[src/fpio_defines.svh]
// Named constants of the four-port parallel I/O block: offsets, widths, bits.
// Assumes inclusion by bare name from every design file of the block.
`ifndef FPIO_DEFINES_SVH
`define FPIO_DEFINES_SVH

// ------------------------------------------------------------------
// Bus and port widths
// ------------------------------------------------------------------
`define FPIO_ADDR_W 8
`define FPIO_DATA_W 8
`define FPIO_PA_W 8
`define FPIO_PB_W 6
`define FPIO_PC_W 8
`define FPIO_PD_W 4

// ------------------------------------------------------------------
// Register offsets
// ------------------------------------------------------------------
`define FPIO_OFS_PA_DATA 8'h00
`define FPIO_OFS_PB_DATA 8'h01
`define FPIO_OFS_PC_DATA 8'h02
`define FPIO_OFS_PD_DATA 8'h03
`define FPIO_OFS_PA_DIR 8'h04
`define FPIO_OFS_PB_DIR 8'h05
`define FPIO_OFS_PC_DIR 8'h06
`define FPIO_OFS_PD_DIR 8'h07

// ------------------------------------------------------------------
// Reset values and pin attributes
// ------------------------------------------------------------------
`define FPIO_DIR_RST 8'h00
`define FPIO_RDATA_RST 8'h00
`define FPIO_PB_OD_MASK 6'h3C
`define FPIO_PD_OD_MASK 4'hF
`define FPIO_PC_PWM_OD_MASK 8'h03

// ------------------------------------------------------------------
// Shared-pin bit positions
// ------------------------------------------------------------------
`define FPIO_PC_VSYNC_BIT 6
`define FPIO_PC_HSYNC_BIT 7
`define FPIO_PC_ADC_LO_BIT 2
`define FPIO_PC_ADC_HI_BIT 5
`define FPIO_PD_SCL_BIT 0
`define FPIO_PD_SDA_BIT 1
`define FPIO_PD_CLAMP_BIT 2
`define FPIO_PD_SOG_BIT 3

`endif

[src/fpio_pkg.sv]
// Types of the four-port parallel I/O block.
// Assumes fpio_defines.svh for the numeric constants.
package fpio_pkg;

    // ------------------------------------------------------------------
    // Function that owns a port C pin, one-hot
    // ------------------------------------------------------------------
    typedef enum logic [3:0] {
        FPIO_FN_GPIO = 4'h1,
        FPIO_FN_PWM = 4'h2,
        FPIO_FN_SYNC = 4'h4,
        FPIO_FN_ADC = 4'h8
    } fpio_func_e;

endpackage

[src/fpio_pin_cell.sv]
// Output stage of one port: merges latch, direction and peripheral drive.
// Assumes the caller supplies peripheral ownership per bit; outputs are flops.
`timescale 1ns/1ps
`include "fpio_defines.svh"

module fpio_pin_cell import fpio_pkg::*; #(
    parameter int WIDTH = `FPIO_DATA_W
) (
    input wire logic i_clk_sys,
    input wire logic i_rst_b,
    input wire logic [WIDTH-1:0] i_latch,
    input wire logic [WIDTH-1:0] i_dir,
    input wire logic [WIDTH-1:0] i_gpio_od,
    input wire logic [WIDTH-1:0] i_own,
    input wire logic [WIDTH-1:0] i_per_oe,
    input wire logic [WIDTH-1:0] i_per_val,
    input wire logic [WIDTH-1:0] i_per_od,
    output logic [WIDTH-1:0] o_out,
    output logic [WIDTH-1:0] o_oe
);

    logic [WIDTH-1:0] nxt_out;
    logic [WIDTH-1:0] nxt_oe;

    // ------------------------------------------------------------------
    // Per-bit drive selection
    // ------------------------------------------------------------------
    genvar gi;
    generate
        for (gi = 0; gi < WIDTH; gi++) begin : g_bit
            logic drive;
            logic val;
            logic od;
            // Peripheral wins over direction bit when it owns the pin
            assign drive = i_own[gi] ? i_per_oe[gi] : i_dir[gi];
            assign val = i_own[gi] ? i_per_val[gi] : i_latch[gi];
            assign od = i_own[gi] ? i_per_od[gi] : i_gpio_od[gi];
            // Open drain only pulls low; a high level is left to the pull-up
            assign nxt_oe[gi] = od ? (drive & ~val) : drive;
            assign nxt_out[gi] = od ? 1'h0 : val;
        end
    endgenerate

    // Registered pins; released while reset holds so all pins are inputs
    always_ff @(posedge i_clk_sys) begin
        if (!i_rst_b) begin
            o_out <= '0;
            o_oe <= '0;
        end else begin
            o_out <= nxt_out;
            o_oe <= nxt_oe;
        end
    end

endmodule

[src/fpio_pc_mux.sv]
// Port C function selection from the two configuration registers.
// Assumes configuration bits and peripheral outputs arrive as levels.
`timescale 1ns/1ps
`include "fpio_defines.svh"

module fpio_pc_mux import fpio_pkg::*; (
    input wire logic [`FPIO_PC_W-1:0] i_pwm_sel,
    input wire logic [`FPIO_PC_W-1:0] i_pwm_val,
    input wire logic i_vsync_sel,
    input wire logic i_hsync_sel,
    input wire logic i_vertical_sync_out,
    input wire logic i_horizontal_sync_out,
    input wire logic [`FPIO_PC_ADC_HI_BIT-`FPIO_PC_ADC_LO_BIT:0] i_adc_sel,
    output logic [`FPIO_PC_W-1:0] o_own,
    output logic [`FPIO_PC_W-1:0] o_per_oe,
    output logic [`FPIO_PC_W-1:0] o_per_val,
    output logic [`FPIO_PC_W-1:0] o_per_od
);

    // Per-pin open-drain attribute of the PWM channels, indexable by bit
    localparam logic [`FPIO_PC_W-1:0] PWM_OD = `FPIO_PC_PWM_OD_MASK;

    // ------------------------------------------------------------------
    // One function decision per pin
    // ------------------------------------------------------------------
    genvar gi;
    generate
        for (gi = 0; gi < `FPIO_PC_W; gi++) begin : g_bit
            fpio_func_e func;
            logic sync_hit;
            logic sync_val;
            logic adc_hit;
            if (gi == `FPIO_PC_VSYNC_BIT) begin : g_vs
                assign sync_hit = i_vsync_sel;
                assign sync_val = i_vertical_sync_out;
            end else if (gi == `FPIO_PC_HSYNC_BIT) begin : g_hs
                assign sync_hit = i_hsync_sel;
                assign sync_val = i_horizontal_sync_out;
            end else begin : g_nosync
                assign sync_hit = 1'h0;
                assign sync_val = 1'h0;
            end
            if (gi >= `FPIO_PC_ADC_LO_BIT && gi <= `FPIO_PC_ADC_HI_BIT) begin : g_adc
                assign adc_hit = i_adc_sel[gi-`FPIO_PC_ADC_LO_BIT];
            end else begin : g_noadc
                assign adc_hit = 1'h0;
            end
            // Second register checked last so it overrides the first
            always_comb begin
                func = FPIO_FN_GPIO;
                if (i_pwm_sel[gi]) begin
                    func = FPIO_FN_PWM;
                end
                if (sync_hit) begin
                    func = FPIO_FN_SYNC;
                end else if (adc_hit) begin
                    func = FPIO_FN_ADC;
                end
            end
            // Drive per function; PWM is output only, ADC leaves pin floating
            always_comb begin
                case (func)
                    FPIO_FN_PWM: begin
                        o_own[gi] = 1'h1;
                        o_per_oe[gi] = 1'h1;
                        o_per_val[gi] = i_pwm_val[gi];
                        o_per_od[gi] = PWM_OD[gi];
                    end
                    FPIO_FN_SYNC: begin
                        o_own[gi] = 1'h1;
                        o_per_oe[gi] = 1'h1;
                        o_per_val[gi] = sync_val;
                        o_per_od[gi] = 1'h0;
                    end
                    FPIO_FN_ADC: begin
                        o_own[gi] = 1'h1;
                        o_per_oe[gi] = 1'h0;
                        o_per_val[gi] = 1'h0;
                        o_per_od[gi] = 1'h0;
                    end
                    default: begin
                        o_own[gi] = 1'h0;
                        o_per_oe[gi] = 1'h0;
                        o_per_val[gi] = 1'h0;
                        o_per_od[gi] = 1'h0;
                    end
                endcase
            end
        end
    endgenerate

endmodule

[src/fpio_top.sv]
// Four-port parallel I/O: data latches, direction registers, pin sharing.
// Assumes a synchronous CPU bus, pins sampled on i_clk_sys, and the
// configuration bits held by other modules arriving as plain levels.
//
// Functional notes
// - Port A: eight pins, data at 0x00, direction at 0x04.
// - Port B: six pins, data at 0x01, direction at 0x05.
// - Port C: eight pins, data at 0x02, direction at 0x06.
// - Port D: four pins, data at 0x03, direction at 0x07.
// - Reset clears all direction registers, making every pin an input.
// - Reset leaves the data latches untouched.
// - Direction one means output, zero means input, per pin.
// - Output pins read back the latch, not the pin.
// - Input pins read back the pin level.
// - Writes always load the latch; it drives only when direction is one.
// - Port C pin carries its PWM channel when first config bit is set.
// - Port C bits 6 and 7 become vertical and horizontal sync outputs.
// - Port C bits 2 to 5 become converter inputs when selected.
// - Second config register wins over first on conflicts.
// - Port D bits 0 and 1 become open-drain serial clock and data.
// - Port D bit 2 is open drain and carries clamp when selected.
// - Port D bit 3 is open drain and feeds sync-on-green when selected.
// - Port B bits 2 to 5 only pull low.
// - A selected peripheral owns its port D pin regardless of direction.
// - A PWM-assigned port C pin is output only.
`timescale 1ns/1ps
`include "fpio_defines.svh"

module fpio_top import fpio_pkg::*; (
    input wire logic i_clk_sys,
    input wire logic i_rst_b,
    // CPU bus
    input wire logic [`FPIO_ADDR_W-1:0] i_bus_addr,
    input wire logic i_bus_wr,
    input wire logic i_bus_rd,
    input wire logic [`FPIO_DATA_W-1:0] i_bus_wdata,
    output logic [`FPIO_DATA_W-1:0] o_bus_rdata,
    // Configuration levels from other modules
    input wire logic [`FPIO_PC_W-1:0] i_cfg1_pwm_sel,
    input wire logic i_cfg2_vsync_sel,
    input wire logic i_cfg2_hsync_sel,
    input wire logic [`FPIO_PC_ADC_HI_BIT-`FPIO_PC_ADC_LO_BIT:0] i_cfg2_adc_sel,
    input wire logic i_cfg2_scl_sel,
    input wire logic i_cfg2_sda_sel,
    input wire logic i_clamp_sel,
    input wire logic i_sog_sel,
    // Peripheral signals
    input wire logic [`FPIO_PC_W-1:0] i_pwm_val,
    input wire logic i_vertical_sync_out,
    input wire logic i_horizontal_sync_out,
    input wire logic i_scl_drive_low,
    input wire logic i_sda_drive_low,
    input wire logic i_clamp_val,
    output logic o_scl_in,
    output logic o_sda_in,
    output logic o_sync_on_green_input,
    // Pins
    input wire logic [`FPIO_PA_W-1:0] i_pa_pin,
    output logic [`FPIO_PA_W-1:0] o_pa_out,
    output logic [`FPIO_PA_W-1:0] o_pa_oe,
    input wire logic [`FPIO_PB_W-1:0] i_pb_pin,
    output logic [`FPIO_PB_W-1:0] o_pb_out,
    output logic [`FPIO_PB_W-1:0] o_pb_oe,
    input wire logic [`FPIO_PC_W-1:0] i_pc_pin,
    output logic [`FPIO_PC_W-1:0] o_pc_out,
    output logic [`FPIO_PC_W-1:0] o_pc_oe,
    input wire logic [`FPIO_PD_W-1:0] i_pd_pin,
    output logic [`FPIO_PD_W-1:0] o_pd_out,
    output logic [`FPIO_PD_W-1:0] o_pd_oe
);

    // ------------------------------------------------------------------
    // Register storage
    // ------------------------------------------------------------------
    logic [`FPIO_PA_W-1:0] port_a_data_ff;
    logic [`FPIO_PB_W-1:0] port_b_data_ff;
    logic [`FPIO_PC_W-1:0] port_c_data_ff;
    logic [`FPIO_PD_W-1:0] port_d_data_ff;
    logic [`FPIO_PA_W-1:0] port_a_direction_ff;
    logic [`FPIO_PB_W-1:0] port_b_direction_ff;
    logic [`FPIO_PC_W-1:0] port_c_direction_ff;
    logic [`FPIO_PD_W-1:0] port_d_direction_ff;

    logic [`FPIO_DATA_W-1:0] nxt_rdata;
    logic [`FPIO_PA_W-1:0] rd_a;
    logic [`FPIO_PB_W-1:0] rd_b;
    logic [`FPIO_PC_W-1:0] rd_c;
    logic [`FPIO_PD_W-1:0] rd_d;

    logic [`FPIO_PC_W-1:0] pc_own;
    logic [`FPIO_PC_W-1:0] pc_per_oe;
    logic [`FPIO_PC_W-1:0] pc_per_val;
    logic [`FPIO_PC_W-1:0] pc_per_od;
    logic [`FPIO_PD_W-1:0] pd_own;
    logic [`FPIO_PD_W-1:0] pd_per_oe;
    logic [`FPIO_PD_W-1:0] pd_per_val;

    logic sel_pa_data;
    logic sel_pb_data;
    logic sel_pc_data;
    logic sel_pd_data;
    logic sel_pa_dir;
    logic sel_pb_dir;
    logic sel_pc_dir;
    logic sel_pd_dir;

    // ------------------------------------------------------------------
    // Address decode
    // ------------------------------------------------------------------

    // Full-width compare so aliases of the eight locations stay unmapped
    assign sel_pa_data = (i_bus_addr == `FPIO_OFS_PA_DATA);
    assign sel_pb_data = (i_bus_addr == `FPIO_OFS_PB_DATA);
    assign sel_pc_data = (i_bus_addr == `FPIO_OFS_PC_DATA);
    assign sel_pd_data = (i_bus_addr == `FPIO_OFS_PD_DATA);
    assign sel_pa_dir = (i_bus_addr == `FPIO_OFS_PA_DIR);
    assign sel_pb_dir = (i_bus_addr == `FPIO_OFS_PB_DIR);
    assign sel_pc_dir = (i_bus_addr == `FPIO_OFS_PC_DIR);
    assign sel_pd_dir = (i_bus_addr == `FPIO_OFS_PD_DIR);

    // ------------------------------------------------------------------
    // Data latches
    // ------------------------------------------------------------------

    // No reset term: latch contents survive reset so software can
    // preload them before the pins are turned to outputs
    always_ff @(posedge i_clk_sys) begin
        if (i_bus_wr && sel_pa_data) begin
            port_a_data_ff <= i_bus_wdata;
        end
        if (i_bus_wr && sel_pb_data) begin
            port_b_data_ff <= i_bus_wdata[`FPIO_PB_W-1:0];
        end
        if (i_bus_wr && sel_pc_data) begin
            port_c_data_ff <= i_bus_wdata;
        end
        if (i_bus_wr && sel_pd_data) begin
            port_d_data_ff <= i_bus_wdata[`FPIO_PD_W-1:0];
        end
    end

    // ------------------------------------------------------------------
    // Direction registers
    // ------------------------------------------------------------------

    // Named reset value, so narrow ports can take a slice of it
    localparam logic [`FPIO_DATA_W-1:0] DIR_RST = `FPIO_DIR_RST;

    // Cleared by reset so every pin comes up as an input
    always_ff @(posedge i_clk_sys) begin
        if (!i_rst_b) begin
            port_a_direction_ff <= DIR_RST;
            port_b_direction_ff <= DIR_RST[`FPIO_PB_W-1:0];
            port_c_direction_ff <= DIR_RST;
            port_d_direction_ff <= DIR_RST[`FPIO_PD_W-1:0];
        end else if (i_bus_wr) begin
            if (sel_pa_dir) begin
                port_a_direction_ff <= i_bus_wdata;
            end
            if (sel_pb_dir) begin
                port_b_direction_ff <= i_bus_wdata[`FPIO_PB_W-1:0];
            end
            if (sel_pc_dir) begin
                port_c_direction_ff <= i_bus_wdata;
            end
            if (sel_pd_dir) begin
                port_d_direction_ff <= i_bus_wdata[`FPIO_PD_W-1:0];
            end
        end
    end

    // ------------------------------------------------------------------
    // Read-back selection
    // ------------------------------------------------------------------

    // Output bits return the latch, input bits the pin
    assign rd_a = (port_a_direction_ff & port_a_data_ff) | (~port_a_direction_ff & i_pa_pin);
    assign rd_b = (port_b_direction_ff & port_b_data_ff) | (~port_b_direction_ff & i_pb_pin);
    assign rd_c = (port_c_direction_ff & port_c_data_ff) | (~port_c_direction_ff & i_pc_pin);
    assign rd_d = (port_d_direction_ff & port_d_data_ff) | (~port_d_direction_ff & i_pd_pin);

    // Narrow ports are zero-extended; unmapped addresses read zero
    always_comb begin
        nxt_rdata = `FPIO_RDATA_RST;
        if (sel_pa_data) begin
            nxt_rdata = rd_a;
        end else if (sel_pb_data) begin
            nxt_rdata = {{(`FPIO_DATA_W-`FPIO_PB_W){1'h0}}, rd_b};
        end else if (sel_pc_data) begin
            nxt_rdata = rd_c;
        end else if (sel_pd_data) begin
            nxt_rdata = {{(`FPIO_DATA_W-`FPIO_PD_W){1'h0}}, rd_d};
        end else if (sel_pa_dir) begin
            nxt_rdata = port_a_direction_ff;
        end else if (sel_pb_dir) begin
            nxt_rdata = {{(`FPIO_DATA_W-`FPIO_PB_W){1'h0}}, port_b_direction_ff};
        end else if (sel_pc_dir) begin
            nxt_rdata = port_c_direction_ff;
        end else if (sel_pd_dir) begin
            nxt_rdata = {{(`FPIO_DATA_W-`FPIO_PD_W){1'h0}}, port_d_direction_ff};
        end
    end

    // Read data is held until the next read strobe
    always_ff @(posedge i_clk_sys) begin
        if (!i_rst_b) begin
            o_bus_rdata <= `FPIO_RDATA_RST;
        end else if (i_bus_rd) begin
            o_bus_rdata <= nxt_rdata;
        end
    end

    // ------------------------------------------------------------------
    // Port D peripheral ownership
    // ------------------------------------------------------------------

    // Serial pins only ever pull low, so the peripheral drives
    // enable and leaves the level at zero
    always_comb begin
        pd_own = '0;
        pd_per_oe = '0;
        pd_per_val = '0;
        pd_own[`FPIO_PD_SCL_BIT] = i_cfg2_scl_sel;
        pd_per_oe[`FPIO_PD_SCL_BIT] = i_scl_drive_low;
        pd_own[`FPIO_PD_SDA_BIT] = i_cfg2_sda_sel;
        pd_per_oe[`FPIO_PD_SDA_BIT] = i_sda_drive_low;
        pd_own[`FPIO_PD_CLAMP_BIT] = i_clamp_sel;
        pd_per_oe[`FPIO_PD_CLAMP_BIT] = 1'h1;
        pd_per_val[`FPIO_PD_CLAMP_BIT] = i_clamp_val;
        pd_own[`FPIO_PD_SOG_BIT] = i_sog_sel;
    end

    // Pin levels handed to peripherals; inputs already synchronous
    always_ff @(posedge i_clk_sys) begin
        if (!i_rst_b) begin
            o_scl_in <= 1'h1;
            o_sda_in <= 1'h1;
            o_sync_on_green_input <= 1'h0;
        end else begin
            o_scl_in <= i_pd_pin[`FPIO_PD_SCL_BIT];
            o_sda_in <= i_pd_pin[`FPIO_PD_SDA_BIT];
            o_sync_on_green_input <= i_sog_sel & i_pd_pin[`FPIO_PD_SOG_BIT];
        end
    end

    // ------------------------------------------------------------------
    // Port C function mux
    // ------------------------------------------------------------------
    fpio_pc_mux u_pc_mux (
        .i_pwm_sel(i_cfg1_pwm_sel),
        .i_pwm_val(i_pwm_val),
        .i_vsync_sel(i_cfg2_vsync_sel),
        .i_hsync_sel(i_cfg2_hsync_sel),
        .i_vertical_sync_out(i_vertical_sync_out),
        .i_horizontal_sync_out(i_horizontal_sync_out),
        .i_adc_sel(i_cfg2_adc_sel),
        .o_own(pc_own),
        .o_per_oe(pc_per_oe),
        .o_per_val(pc_per_val),
        .o_per_od(pc_per_od)
    );

    // ------------------------------------------------------------------
    // Pin output stages
    // ------------------------------------------------------------------

    // Port A: plain push-pull, no sharing
    fpio_pin_cell #(.WIDTH(`FPIO_PA_W)) u_pa_cell (
        .i_clk_sys(i_clk_sys),
        .i_rst_b(i_rst_b),
        .i_latch(port_a_data_ff),
        .i_dir(port_a_direction_ff),
        .i_gpio_od('0),
        .i_own('0),
        .i_per_oe('0),
        .i_per_val('0),
        .i_per_od('0),
        .o_out(o_pa_out),
        .o_oe(o_pa_oe)
    );

    // Port B: upper four pins open drain
    fpio_pin_cell #(.WIDTH(`FPIO_PB_W)) u_pb_cell (
        .i_clk_sys(i_clk_sys),
        .i_rst_b(i_rst_b),
        .i_latch(port_b_data_ff),
        .i_dir(port_b_direction_ff),
        .i_gpio_od(`FPIO_PB_OD_MASK),
        .i_own('0),
        .i_per_oe('0),
        .i_per_val('0),
        .i_per_od('0),
        .o_out(o_pb_out),
        .o_oe(o_pb_oe)
    );

    // Port C: push-pull as general I/O, shared with PWM, sync, converter
    fpio_pin_cell #(.WIDTH(`FPIO_PC_W)) u_pc_cell (
        .i_clk_sys(i_clk_sys),
        .i_rst_b(i_rst_b),
        .i_latch(port_c_data_ff),
        .i_dir(port_c_direction_ff),
        .i_gpio_od('0),
        .i_own(pc_own),
        .i_per_oe(pc_per_oe),
        .i_per_val(pc_per_val),
        .i_per_od(pc_per_od),
        .o_out(o_pc_out),
        .o_oe(o_pc_oe)
    );

    // Port D: every pin open drain, in both owner cases
    fpio_pin_cell #(.WIDTH(`FPIO_PD_W)) u_pd_cell (
        .i_clk_sys(i_clk_sys),
        .i_rst_b(i_rst_b),
        .i_latch(port_d_data_ff),
        .i_dir(port_d_direction_ff),
        .i_gpio_od(`FPIO_PD_OD_MASK),
        .i_own(pd_own),
        .i_per_oe(pd_per_oe),
        .i_per_val(pd_per_val),
        .i_per_od(`FPIO_PD_OD_MASK),
        .o_out(o_pd_out),
        .o_oe(o_pd_oe)
    );

endmodule

[config.mk]
export PLATFORM = sky130hd
export DESIGN_NAME = fpio_top
export DESIGN_NICKNAME = d
export VERILOG_FILES = /design/src/fpio_pkg.sv /design/src/fpio_pin_cell.sv /design/src/fpio_pc_mux.sv /design/src/fpio_top.sv
export VERILOG_INCLUDE_DIRS = /design/src
export SDC_FILE = /design/constraint.sdc
export NUM_CORES = 1
export LEC_CHECK = 0
export CORE_ASPECT_RATIO = 0.9
export CORE_MARGIN = 2
export CORE_UTILIZATION = 40
export DETAILED_ROUTE_END_ITERATION = 12
export DONT_BUFFER_PORTS = 1
export PLACE_DENSITY_LB_ADDON = 0.25
export SYNTH_ARGS = -nofsm -noshare
export SYNTH_HDL_FRONTEND = slang
export SYNTH_SLANG_ARGS = --single-unit
[constraint.sdc]
create_clock -name i_clk_sys -period 4.85 [get_ports i_clk_sys]
set_input_delay 0.7275 -clock i_clk_sys [delete_from_list [all_inputs] [get_ports i_clk_sys]]
set_output_delay 0.7275 -clock i_clk_sys [all_outputs]
set_load 0.02 [all_outputs]
; ---- Yosys cells after proc, flatten, opt, wreduce, memory -nomap -nowiden
; Index checks and enable logic that the tools add are counted.
[op_classes]
eq_ne = 31
mux = 76
bitwise_logic = 38
n_reduce_logical = 27
[op_table]
columns = cell, n
row1 = $mux W8, 7
row2 = $mux W1, 52
row3 = $and A8 B8 Y8, 4
row4 = $eq A8 B3 Y1 const B, 4
row5 = $eq A4 B2 Y1 const B, 6
row6 = $eq A4 B3 Y1 const B, 6
row7 = $eq A4 B4 Y1 const B, 6
row8 = $reduce_or A3 Y1, 8
row9 = $mux W4, 5
row10 = $reduce_or A2 Y1, 10
row11 = $eq A8 B2 Y1 const B, 2
row12 = $mux W2, 8
row13 = $not A8 Y8, 2
row14 = $or A8 B8 Y8, 2
row15 = $and A6 B6 Y6, 2
row16 = $and A1 B1 Y1, 11
row17 = $not A1 Y1, 11
row18 = $and A4 B4 Y4, 2
row19 = $eq A3 B4 Y1 const B, 2
row20 = $eq A8 B1 Y1 const B, 1
row21 = $logic_not A8 Y1, 1
row22 = $reduce_and A2 Y1, 4
row23 = $eq A3 B2 Y1 const B, 2
row24 = $eq A3 B3 Y1 const B, 2
row25 = 7 further kinds, 12
[word_totals]
regBits = 111
input_bits = 77
out_inout_bits = 63
wordCells = 194

; ---- Logic depth before layout (Yosys ltp)
; Gate-level depths: netlist of the first run.
[logic_depth]
ltp_word = 9
ltp_mapped = 8
depth_no_buf = 5

; ---- Hierarchy
; Synthesis of the first run repeated with hierarchy kept, for this count alone.
[hier_totals]
cells_unflattened = 615
area_unflattened_um2 = 5591.6
[by_module_without_submodules]
columns = mod, instances, cells_each, area_each_um2, seq_area_each_um2
row1 = fpio_top, 1, 285, 2956.6, 1521.5
row2 = fpio_pin_cell at u_pa_cell ..., 2, 90, 738.2, 320.3
row3 = fpio_pin_cell at u_pb_cell, 1, 68, 539.3, 240.2
row4 = fpio_pin_cell at u_pd_cell, 1, 45, 355.3, 160.2
row5 = fpio_pc_mux, 1, 37, 264.0, 0.0

; ---- Worst setup path before layout of the first run
; OpenSTA, ideal clock, no wires.
[synth_timing]
path_type = input to register
startpoint = in i_bus_addr[3]
endpoint = reg port_c_data_ff[0] (enable)
setup_time_ns = 0.370
t_arrival_ns = 1.964
required_time_ns = 4.480
slack_ns = 2.515
cell_stages = 6
n_path_buf = 1
path_cell_list = nor4_4 > nand2b_1 > clkbuf_1 > nor2_1 > nand2_1 > nor2_1
[synth_via]
elab_chain_cells = 2
[synth_lines]
columns = element, line_no
row1 = "start, declared", fpio_top.sv:33  ; input wire logic [`FPIO_ADDR_W-1:0] i_bus_addr,
row2 = $eq A8 B2 Y1 (no line), n/a
row3 = $logic_and A1 B1 Y1, fpio_top.sv:134  ; if (i_bus_wr && sel_pc_data) begin
row4 = "end signal, assigned", fpio_top.sv:135  ; port_c_data_ff <= i_bus_wdata;
row5 = "end, declared", fpio_top.sv:77  ; logic [`FPIO_PC_W-1:0] port_c_data_ff;
; No other way between the ends.
; A chain may end at the register's enable or synchronous reset.

; ---- Worst setup path in the final report of the first run
; Same ends and word-level chain as after synthesis.

==> metrics.csv, run 1 <==
stage,metric,value,unit
global_routing,grt_use_total,18.2,%
yosys,syn_area_per_cell,10.8,um^2
global_routing,antenna_found_initial,0,
final_layout,fillers,1038,
drt,num_vias,3019,
sta,setup_viol,0,
sta,timing.fmax,0.415,GHz
yosys,async_reset_ff_share,0,%
sta,fin_crit_sh,49.7,%
yosys,synth_ff_type,dfxtp_1,
yosys,synth-seq-cells,107,
yosys,ys_seq_area_share,54.1,%
cts,post_cts_buffers,0,
setup_path,worst_setup_path_end_kind,flop,
cts,clock_sinks,107,
power_and_ir_drop,p_leak,1.64,nW
global_routing,grt_pass1_vias,2960,
yosys,synth_edf_count,26,
final_layout,post-route-util,44.2,%
cts,postCtsHoldBufs,0,
final_layout,area_growth_syn_to_layout,7.64,%
power_and_ir_drop,combPwrFrac,3.6,%
setup_path,worstPathArrival,2390,ps
setup_path,r2r_slack,3350,ps
power_and_ir_drop,peakVddDrop,0.232,mV
power_and_ir_drop,swShare,20.7,%
sta,fin_setup_tns,0,ps
power_and_ir_drop,sequentialPowerShare,55.4,%
power_and_ir_drop,power_density,357,nW/um^2
power_and_ir_drop,p_switching,0.000354,W
sta,post-route-min-period,2410,ps
global_routing,overflow,0,
drt,wl_per_cell,19.7,um
power_and_ir_drop,p_int,0.00135,W
cts,tritoncts,yes,
yosys,syn-cell-area,4440,um^2
status,status,finished clean,
cts,cts_root_buf,clkbuf_16,
cts,cts.clk_slew.worst_paths,70,ps
floorplanning,initial_core_util,41.1,%
drt,wirelength,10.7,mm
sta,skew,6.74,ps
drt,drc,0,
worst_hold_path,hold_class,input port to flop,
yosys,netlist_top_cells_area,"dfxtp_1 (37%), edfxtp_1 (18%), mux2i_1 (12%)",
cts,clock_latency,350,ps
floorplanning,dieArea,12000,um^2
setup_path,required,4830,ps
yosys,ys_types,47,
sta,rsz0062_at_grt,false,
yosys,synth_top_area_share,36.5,%
floorplanning,num_io_pins,140,
yosys,syn_inst,412,
floorplanning,fp.coreArea,10800,um^2
place,gp_congestion,0.882,
setup_path,critPathKind,input port to flop,
final_layout,nets,481,
yosys,synth.most_common_cell,dfxtp_1,
sta,finalMaxSlewViolations,0,
sta,slew_headroom,44.7,%
sta,tightest_slew,827,ps
setup_path,worst_setup_path_start_kind,input port,
floorplanning,die_h,104,um
cts,cts_max_level,3,
cts,cts_made_buffers,9,
setup_path,crit_path_max_fanout,8,
final_layout,drive_gt1_share,4.65,%
yosys,netlist_top_cells_count,"dfxtp_1 (81), mux2i_1 (51), nor2b_1 (36), edfxtp_1 (26), nor2_1 (25)",
sta,finalHoldViolations,0,
floorplanning,num_rows,36,
cts,cts_resized,0,
cts,clockBufferDepth,2,
drt,ant_nets,0,
yosys,synth-warning-count,0,
global_routing,grt_pass1_wl,16.3,mm
power_and_ir_drop,clkPwrFrac,41.0,%
yosys,synth_top_area_cell,dfxtp_1,
place,io_buffer_count,0,
drt,avgViaCountPerCell,5.57,
flow_run,cap_violations,0,
final_layout,antenna_cells,0,
place,hpwl,7.81,mm
drt,drtIter0Drc,210,
drt,dr.pass1.iters,4,
global_routing,grt_max_degree,74,
floorplanning,die_w,115,um
-- flip-flops by register name, indices dropped and copies added (netlist names), 6 cells and up --
name / count
u_pb_cell.o_oe: 6
port_c_direction_ff: 8
o_bus_rdata: 8
port_b_data_ff: 6
u_pa_cell.o_oe: 8
u_pc_cell.o_out: 8
port_a_direction_ff: 8
u_pa_cell.o_out: 8
u_pc_cell.o_oe: 8
port_a_data_ff: 8
port_c_data_ff: 8
port_b_direction_ff: 6
-- metrics by stage --
step,power (W),setup slack [ps],hold WS (ps),area [um^2],instances
6_report,0.00171,2440,444,4780,542
5_1_grt,0.00177,2220,424,4780,542
4_1_cts,0.00172,2410,437,4780,542
3_5_place_dp,0.00103,2070,460,4500,526
3_3_place_gp,0.00103,2150,465,4500,526
2_1_floorplan,0.00103,2520,448,4460,419
-- final timing paths --
check,from,end,cells after the start
worst max register to register,port_d_direction_ff[0]$_SDFFE_PN0P_,o_bus_rdata[0]$_SDFFE_PN0P_,5
worst min register to register,port_a_data_ff[3]$_DFFE_PP_,u_pa_cell.o_out[3]$_SDFF_PN0_,1
worst min-delay path,i_sog_sel,u_pd_cell.o_oe[3]$_SDFF_PN0_,1
worst max-delay path,i_bus_addr[3],port_c_data_ff[0]$_DFFE_PP_,5
-- cell type report --
class,count,area [um^2],area share [%]
inverters,4,15.0,0.314
clock inverters,3,38.8,0.812
flip-flops and latches,107,2400,50.3
multi-input cells,282,1910,40.1
clock buffers,13,240,5.03
well taps,133,166,3.48
-- routing by layer --
metal  vias up  global-route usage (%)  wire length [um]
li1       1430                       -                 -
met1      1445                    21.9              4280
met2       132                    29.2              5070
met3        12                    7.93              1180
met4         0                    5.85               136
met5         -                       0                 0
-- placed cells by master (no fill, tap or decap), types with 5 or more instances in the layout --
cell type	synthesis	layout
a22oi_1	5	5
dfxtp_1	81	81
and2_1	24	24
and3b_1	5	5
nor2_1	25	25
a21oi_1	14	14
nand2b_1	12	12
nand2_1	23	23
conb_1	1	8
mux2i_1	51	51
nor2b_1	36	36
a211oi_1	6	6
o21ai_0	18	18
edfxtp_1	26	26
clkbuf_16	0	9
nor3_1	6	6
-- power by group through the flow --
| stage | Clock [W] | Sequential (W) | Combinational [W] |
|---|---|---|---|
| after floorplan | 0 | 0.000963 | 0.0000714 |
| after detailed placement | 0 | 0.000965 | 0.0000621 |
| after global placement | 0 | 0.000965 | 0.0000616 |
| final | 0.000700 | 0.000945 | 0.0000622 |
| after CTS | 0.000717 | 0.000945 | 0.0000623 |
| after global routing | 0.000757 | 0.000946 | 0.0000690 |
-- kinds of logic (layout without fill, tap and decap cells) --
kind of cell | Yosys count | in the layout | share of synthesized area, %
and+or+nand+nor | 148 | 148 | 19.4
DFF | 107 | 107 | 54.1
AOI/OAI and AO/OA | 72 | 72 | 10.8
muxes | 54 | 54 | 12.3
buffers and inverters | 30 | 20 | 3.33
other | 1 | 8 | 0.0845
-- critical path, cell delays in order --
cell and delay [ps]:
nor4_4 390, nand2b_1 250, nor2_1 230, nand2_1 130, nor2_1 650
(Power assumes the default switching activity.)
==> run 2, diff against run 1 <==
- clock period: 4.85 -> 2.4 ns (I/O delays scaled with it)
==> run 2 against run 1 <==
Compared with the run above:
- clock power grew 93%
- wire length rose by 1.3%
- first-iteration DRC count decreased by 46%
==> metrics.csv, run 2 (same netlist as run 1, synthesis figures left out) <==
stage,metric,value,unit,change
floorplanning,die_h,104,um,unchanged
drt,drtIter0Drc,114,,-46%
place,gp_congestion,0.904,,+2.5%
cts,cts_resized,0,,unchanged
drt,dr_wl_met2,5.08,mm,+0.14%
sta,slew_headroom,58.6,%,+14 points
sta,finalHoldViolations,0,,unchanged
flow_run,cap_violations,0,,unchanged
sta,tightest_slew,619,ps,-208 ps
floorplanning,die_w,115,um,unchanged
drt,drc,0,,unchanged
place,hpwl,7.84,mm,+0.34%
final_layout,drive_gt1_share,6.07,%,+1.4 points
final_layout,post-route-util,44.4,%,+0.16 points
floorplanning,num_rows,36,,unchanged
final_layout,final_common_cell,dfxtp_1,,
setup_path,worstPathArrival,1740,ps,-650 ps
global_routing,antenna_found_initial,0,,unchanged
final_layout,area_growth_syn_to_layout,8.04,%,
place,io_buffer_count,0,,unchanged
worst_hold_path,hold_class,input port to flop,,
sta,fin_setup_tns,0,ps,unchanged
status,status,finished clean,,
power_and_ir_drop,power_density,707,nW/um^2,+98%
floorplanning,dieArea,12000,um^2,unchanged
drt,avgViaCountPerCell,5.53,,-0.78%
drt,ant_nets,0,,unchanged
cts,clockBufferDepth,2,,unchanged
sta,fin_crit_sh,73.3,%,
drt,dr.pass1.iters,4,,unchanged
drt,wirelength,10.8,mm,+1.3%
power_and_ir_drop,p_leak,1.65,nW,+0.27%
setup_path,r2r_slack,900,ps,-2450 ps
sta,post-route-min-period,1760,ps,
cts,cts_max_level,3,,unchanged
cts,tritoncts,yes,,
drt,wl_met1,4.51,mm,+5.2%
final_layout,nets,484,,+0.62%
sta,finalMaxSlewViolations,0,,unchanged
sta,timing.fmax,0.568,GHz,
drt,wl_per_cell,19.8,um,+0.71%
cts,cts_made_buffers,9,,unchanged
sta,rsz0062_at_grt,false,,
cts,cts_root_buf,clkbuf_16,,
drt,top_layer_used,met4,,
sta,setup_viol,0,,unchanged
power_and_ir_drop,peakVddDrop,0.527,mV,+130%
final_layout,layout_common_cells,"dfxtp_1 (81), mux2i_1 (51), nor2b_1 (36)",,
setup_path,required,2380,ps,-2450 ps
floorplanning,initial_core_util,41.1,%,unchanged
setup_path,crit_path_max_fanout,6,,-2
cts,post_cts_buffers,0,,unchanged
global_routing,overflow,0,,unchanged
drt,num_vias,3012,,-0.23%
global_routing,grt_pass1_wl,16.6,mm,+1.9%
cts,postCtsHoldBufs,0,,unchanged
drt,wl_met3,1.05,mm,-11%
final_layout,fillers,1037,,-0.096%
setup_path,critPathKind,input port to flop,,
global_routing,grt_use_total,18.5,%,+0.22 points
sta,skew,11.8,ps,+5.03 ps
floorplanning,fp.coreArea,10800,um^2,unchanged
setup_path,worst_setup_path_start_kind,input port,,
cts,cts.clk_slew.worst_paths,70,ps,about the same
cts,clock_latency,350,ps,about the same
cts,clock_sinks,107,,unchanged
global_routing,grt_pass1_vias,3037,,+2.6%
global_routing,grt_max_degree,74,,unchanged
final_layout,antenna_cells,0,,unchanged
floorplanning,num_io_pins,140,,unchanged
setup_path,worst_setup_path_end_kind,flop,,
## run 2: cell count changes in the layout (fill, tap and decap cells not counted), sizes merged
| cell | before | now |
|---|---|---|
| buf | 0 | 3 |
| clkbuf | 13 | 12 |
| bufinv | 1 | 0 |
| clkinvlp | 0 | 3 |
| clkinv | 2 | 1 |
## run 2: routing by layer
| layer | global-route usage [%] | vias up |
|---|---|---|
| met5 | 0 | - |
| met4 | 4.30 | 0 |
| met3 | 8.74 | 13 |
| met2 | 29.3 | 122 |
| met1 | 22.7 | 1446 |
| li1 | - | 1431 |
## run 2: power breakdown
part / switching, W / total, W / internal, W
clock: 0.000619 / 0.00135 / 0.000731
sequential: 0.0000406 / 0.00191 / 0.00187
combinational: 0.0000674 / 0.000129 / 0.0000612
total: 0.000727 / 0.00339 / 0.00266
## run 2: path summary, 6_finish.rpt
kind | from | endpoint | cells after the start
hold / removal | i_cfg1_pwm_sel[0] | u_pc_cell.o_out[0]$_SDFF_PP0_ | 1
setup reg to reg | port_d_direction_ff[0]$_SDFFE_PN0P_ | o_bus_rdata[0]$_SDFFE_PN0P_ | 5
hold reg to reg | port_a_data_ff[0]$_DFFE_PP_ | u_pa_cell.o_out[0]$_SDFF_PN0_ | 1
setup / recovery | i_bus_addr[3] | port_b_data_ff[0]$_DFFE_PP_ | 5
## run 2: through the flow
stage	hold WS [ps]	instance area, um^2	setup WS [ps]	cells	power, W
2_1_floorplan	432	4460	433	419	0.00209
3_3_place_gp	435	4520	386	529	0.00208
3_5_place_dp	439	4520	328	529	0.00208
4_1_cts	72.3	4790	674	545	0.00343
5_1_grt	64.7	4790	534	545	0.00352
6_report	84.2	4790	640	545	0.00339
## run 2: critical path, cell delays in order
cell	delay [ps]
nor4_4	420
nand2b_1	120
nor2_1	220
nand2_1	130
nor2_1	490
## run 2: final cells by class
type | instances | area, um^2 | area share [%]
Clock buffer | 12 | 246 | 5.14
Tap cell | 133 | 166 | 3.47
Timing Repair Buffer | 3 | 22.5 | 0.470
Inverter | 4 | 15.0 | 0.313
Clock inverter | 4 | 27.5 | 0.574
Sequential cell | 107 | 2400 | 50.1
Multi-Input combinational cell | 282 | 1910 | 39.9
==> run 3, diff against run 2 <==
- clock period: 2.4 -> 1.5 ns (I/O delays scaled with it)
==> run 3 against run 2 <==
Compared with the run above:
- sequential share of layout area decreased by 4.7 points
- clock skew decreased by 5.6 ps
- via count increased by 6.2%
- flip-flop and latch count unchanged
- largest cell class unchanged
==> metrics.csv, run 3 (same netlist as run 1, synthesis figures left out) <==
stage,metric,value,unit,change
setup_path,cp_cell_sequence,buf_6 -> nor2b_4 -> o21ai_2 -> nand3_1 -> a22o_1 -> a22o_1,,
setup_path,critPathKind,flop to flop,,
cts,cts_max_level,3,,unchanged
setup_path,critPathSlowestCell,edfxtp_1,,
place,io_buffer_count,0,,unchanged
sta,finalHoldViolations,0,,unchanged
cts,cts.clk_slew.worst_paths,70,ps,about the same
worst_hold_path,worstHoldStart,i_cfg1_pwm_sel[3],,
floorplanning,num_rows,36,,unchanged
floorplanning,die_h,104,um,unchanged
drt,wirelength,11.5,mm,+6.2%
place,gp_congestion,0.891,,-1.4%
sta,rsz0062_at_grt,false,,
global_routing,grt_use_total,19.5,%,+1.1 points
floorplanning,initial_core_util,41.1,%,unchanged
sta,finalMaxSlewViolations,0,,unchanged
power_and_ir_drop,peakVddDrop,0.578,mV,+9.7%
floorplanning,fp.coreArea,10800,um^2,unchanged
worst_hold_path,hold_end,u_pc_cell.o_oe[3]$_SDFF_PN0_,,
drt,drc,0,,unchanged
floorplanning,die_w,115,um,unchanged
setup_path,reg2regPathDepth,6,,+1
sta,timing.fmax,0.687,GHz,
cts,clockBufferDepth,2,,unchanged
setup_path,worst_setup_path_start_kind,flop,,
sta,post-route-min-period,1450,ps,
setup_path,r2r_start,port_d_data_ff[0]$_DFFE_PP_,,
cts,tritoncts,yes,,
flow_run,cap_violations,0,,unchanged
global_routing,grt_pass1_vias,3225,,+6.2%
place,hpwl,7.87,mm,+0.37%
sta,finalHoldWorstSlack,12.7,ps,-71.5 ps
sta,skew,6.22,ps,-5.55 ps
status,status,finished clean,,
setup_path,max_stage_delay,460,ps,-30 ps
sta,tightest_slew,526,ps,-93.0 ps
setup_path,worst_setup_path_end_kind,flop,,
setup_path,cp_top_family,compound AO/OA/AOI/OAI gates,,
cts,clock_sinks,107,,unchanged
global_routing,overflow,0,,unchanged
power_and_ir_drop,p_leak,1.90,nW,+16%
floorplanning,dieArea,12000,um^2,unchanged
final_layout,nets,528,,+9.1%
drt,avgViaCountPerCell,5.43,,-1.8%
cts,clock_latency,340,ps,about the same
floorplanning,num_io_pins,140,,unchanged
global_routing,grt_pass1_wl,17.6,mm,+5.6%
setup_path,rr_endpoint,o_bus_rdata[0]$_SDFFE_PN0P_,,
sta,fin_crit_sh,97.0,%,
worst_hold_path,whs_path_depth,2,,+1
drt,wl_per_cell,19.5,um,-1.7%
global_routing,grt_max_degree,73,,-1.4%
setup_path,startpoint,port_d_data_ff[0]$_DFFE_PP_,,
final_layout,final_common_cell,dfxtp_1,,
setup_path,crit_path_max_fanout,2,,-4
global_routing,antenna_found_initial,0,,unchanged
final_layout,layout_common_cells,"dfxtp_1 (80), mux2i_1 (51), nor2b_1 (35)",,
final_layout,area_growth_syn_to_layout,19.3,%,
drt,drtIter0Drc,210,,+84%
final_layout,post-route-util,49.0,%,+4.6 points
cts,cts_made_buffers,9,,unchanged
setup_path,required,1740,ps,-640 ps
cts,cts_root_buf,clkbuf_16,,
final_layout,drive_gt1_share,13.4,%,+7.3 points
power_and_ir_drop,power_density,1090,nW/um^2,+55%
worst_hold_path,hold_class,input port to flop,,
final_layout,antenna_cells,0,,unchanged
drt,num_vias,3198,,+6.2%
sta,slew_headroom,64.9,%,+6.3 points
sta,fin_setup_tns,0,ps,unchanged
drt,dr.pass1.iters,4,,unchanged
setup_path,worstPathArrival,1690,ps,-50 ps
setup_path,r2r_slack,50,ps,-850 ps
setup_path,cp_num_buf_inv,1,,+1
setup_path,crit_top_cell,a22o_1,,
drt,ant_nets,0,,unchanged
sta,setup_viol,0,,unchanged
## run 3: how the worst max path moves through the flow
stage,end,depth (start not counted),slack (ps)
CTS,o_bus_rdata[0]$_SDFFE_PN0P_,5,20
detailed placement,port_c_direction_ff[7]$_SDFFE_PN0P_,7,-110
floorplan,port_c_data_ff[0]$_DFFE_PP_,6,-70
global route,o_bus_rdata[0]$_SDFFE_PN0P_,6,8
global placement,port_c_direction_ff[1]$_SDFFE_PN0P_,7,-90
finish,o_bus_rdata[0]$_SDFFE_PN0P_,6,50
## run 3: through the flow
stage | setup slack (ps) | std cells | total power (W) | area (um^2)
after floorplan | -68.2 | 419 | 0.00335 | 4510
after global placement | -92.7 | 553 | 0.00334 | 4750
after detailed placement | -108 | 553 | 0.00334 | 4750
after CTS | 22.6 | 587 | 0.00584 | 5250
after global routing | 7.59 | 589 | 0.00601 | 5300
final | 45.2 | 589 | 0.00579 | 5300
## run 3: layer usage
metal / vias to the layer above / part of all wire [%] / track usage [%]
met1: 1534 / 41 / 23.7
li1: 1520 / - / -
met3: 8 / 8.5 / 7.11
met4: 0 / 0.95 / 5.16
met5: - / 0 / 0
met2: 136 / 49 / 32.6
## run 3: area by class of cell
| class | instances | area (um^2) |
|---|---|---|
| multi-input cells | 282 | 1980 |
| fillers | 991 | 5510 |
| clock inverters | 5 | 77.6 |
| well taps | 133 | 166 |
| repair buffers | 47 | 417 |
| inverters | 4 | 15.0 |
| clock buffers | 11 | 233 |
| flip-flops and latches | 107 | 2400 |
## run 3: power by group
part           internal [W]  switching [W]  total [W]
Sequential          0.00299      0.0000647    0.00305
Clock               0.00146       0.000997    0.00246
Combinational      0.000146       0.000136   0.000283
Total               0.00459        0.00120    0.00579
## run 3: timing repair
action	in CTS	in global routing
hold buffers	18	1
pin swaps	0	5
endpoints found under the setup margin	2	2
setup buffers	0	1
hold endpoints to repair	35	1
resized for setup	4	7
## run 3: worst reg2reg max path, stage by stage, from the launching register on
cell and delay [ps]:
edfxtp_1 460, buf_6 150, nor2b_4 110, o21ai_2 150, nand3_1 90, a22o_1 220, a22o_1 170
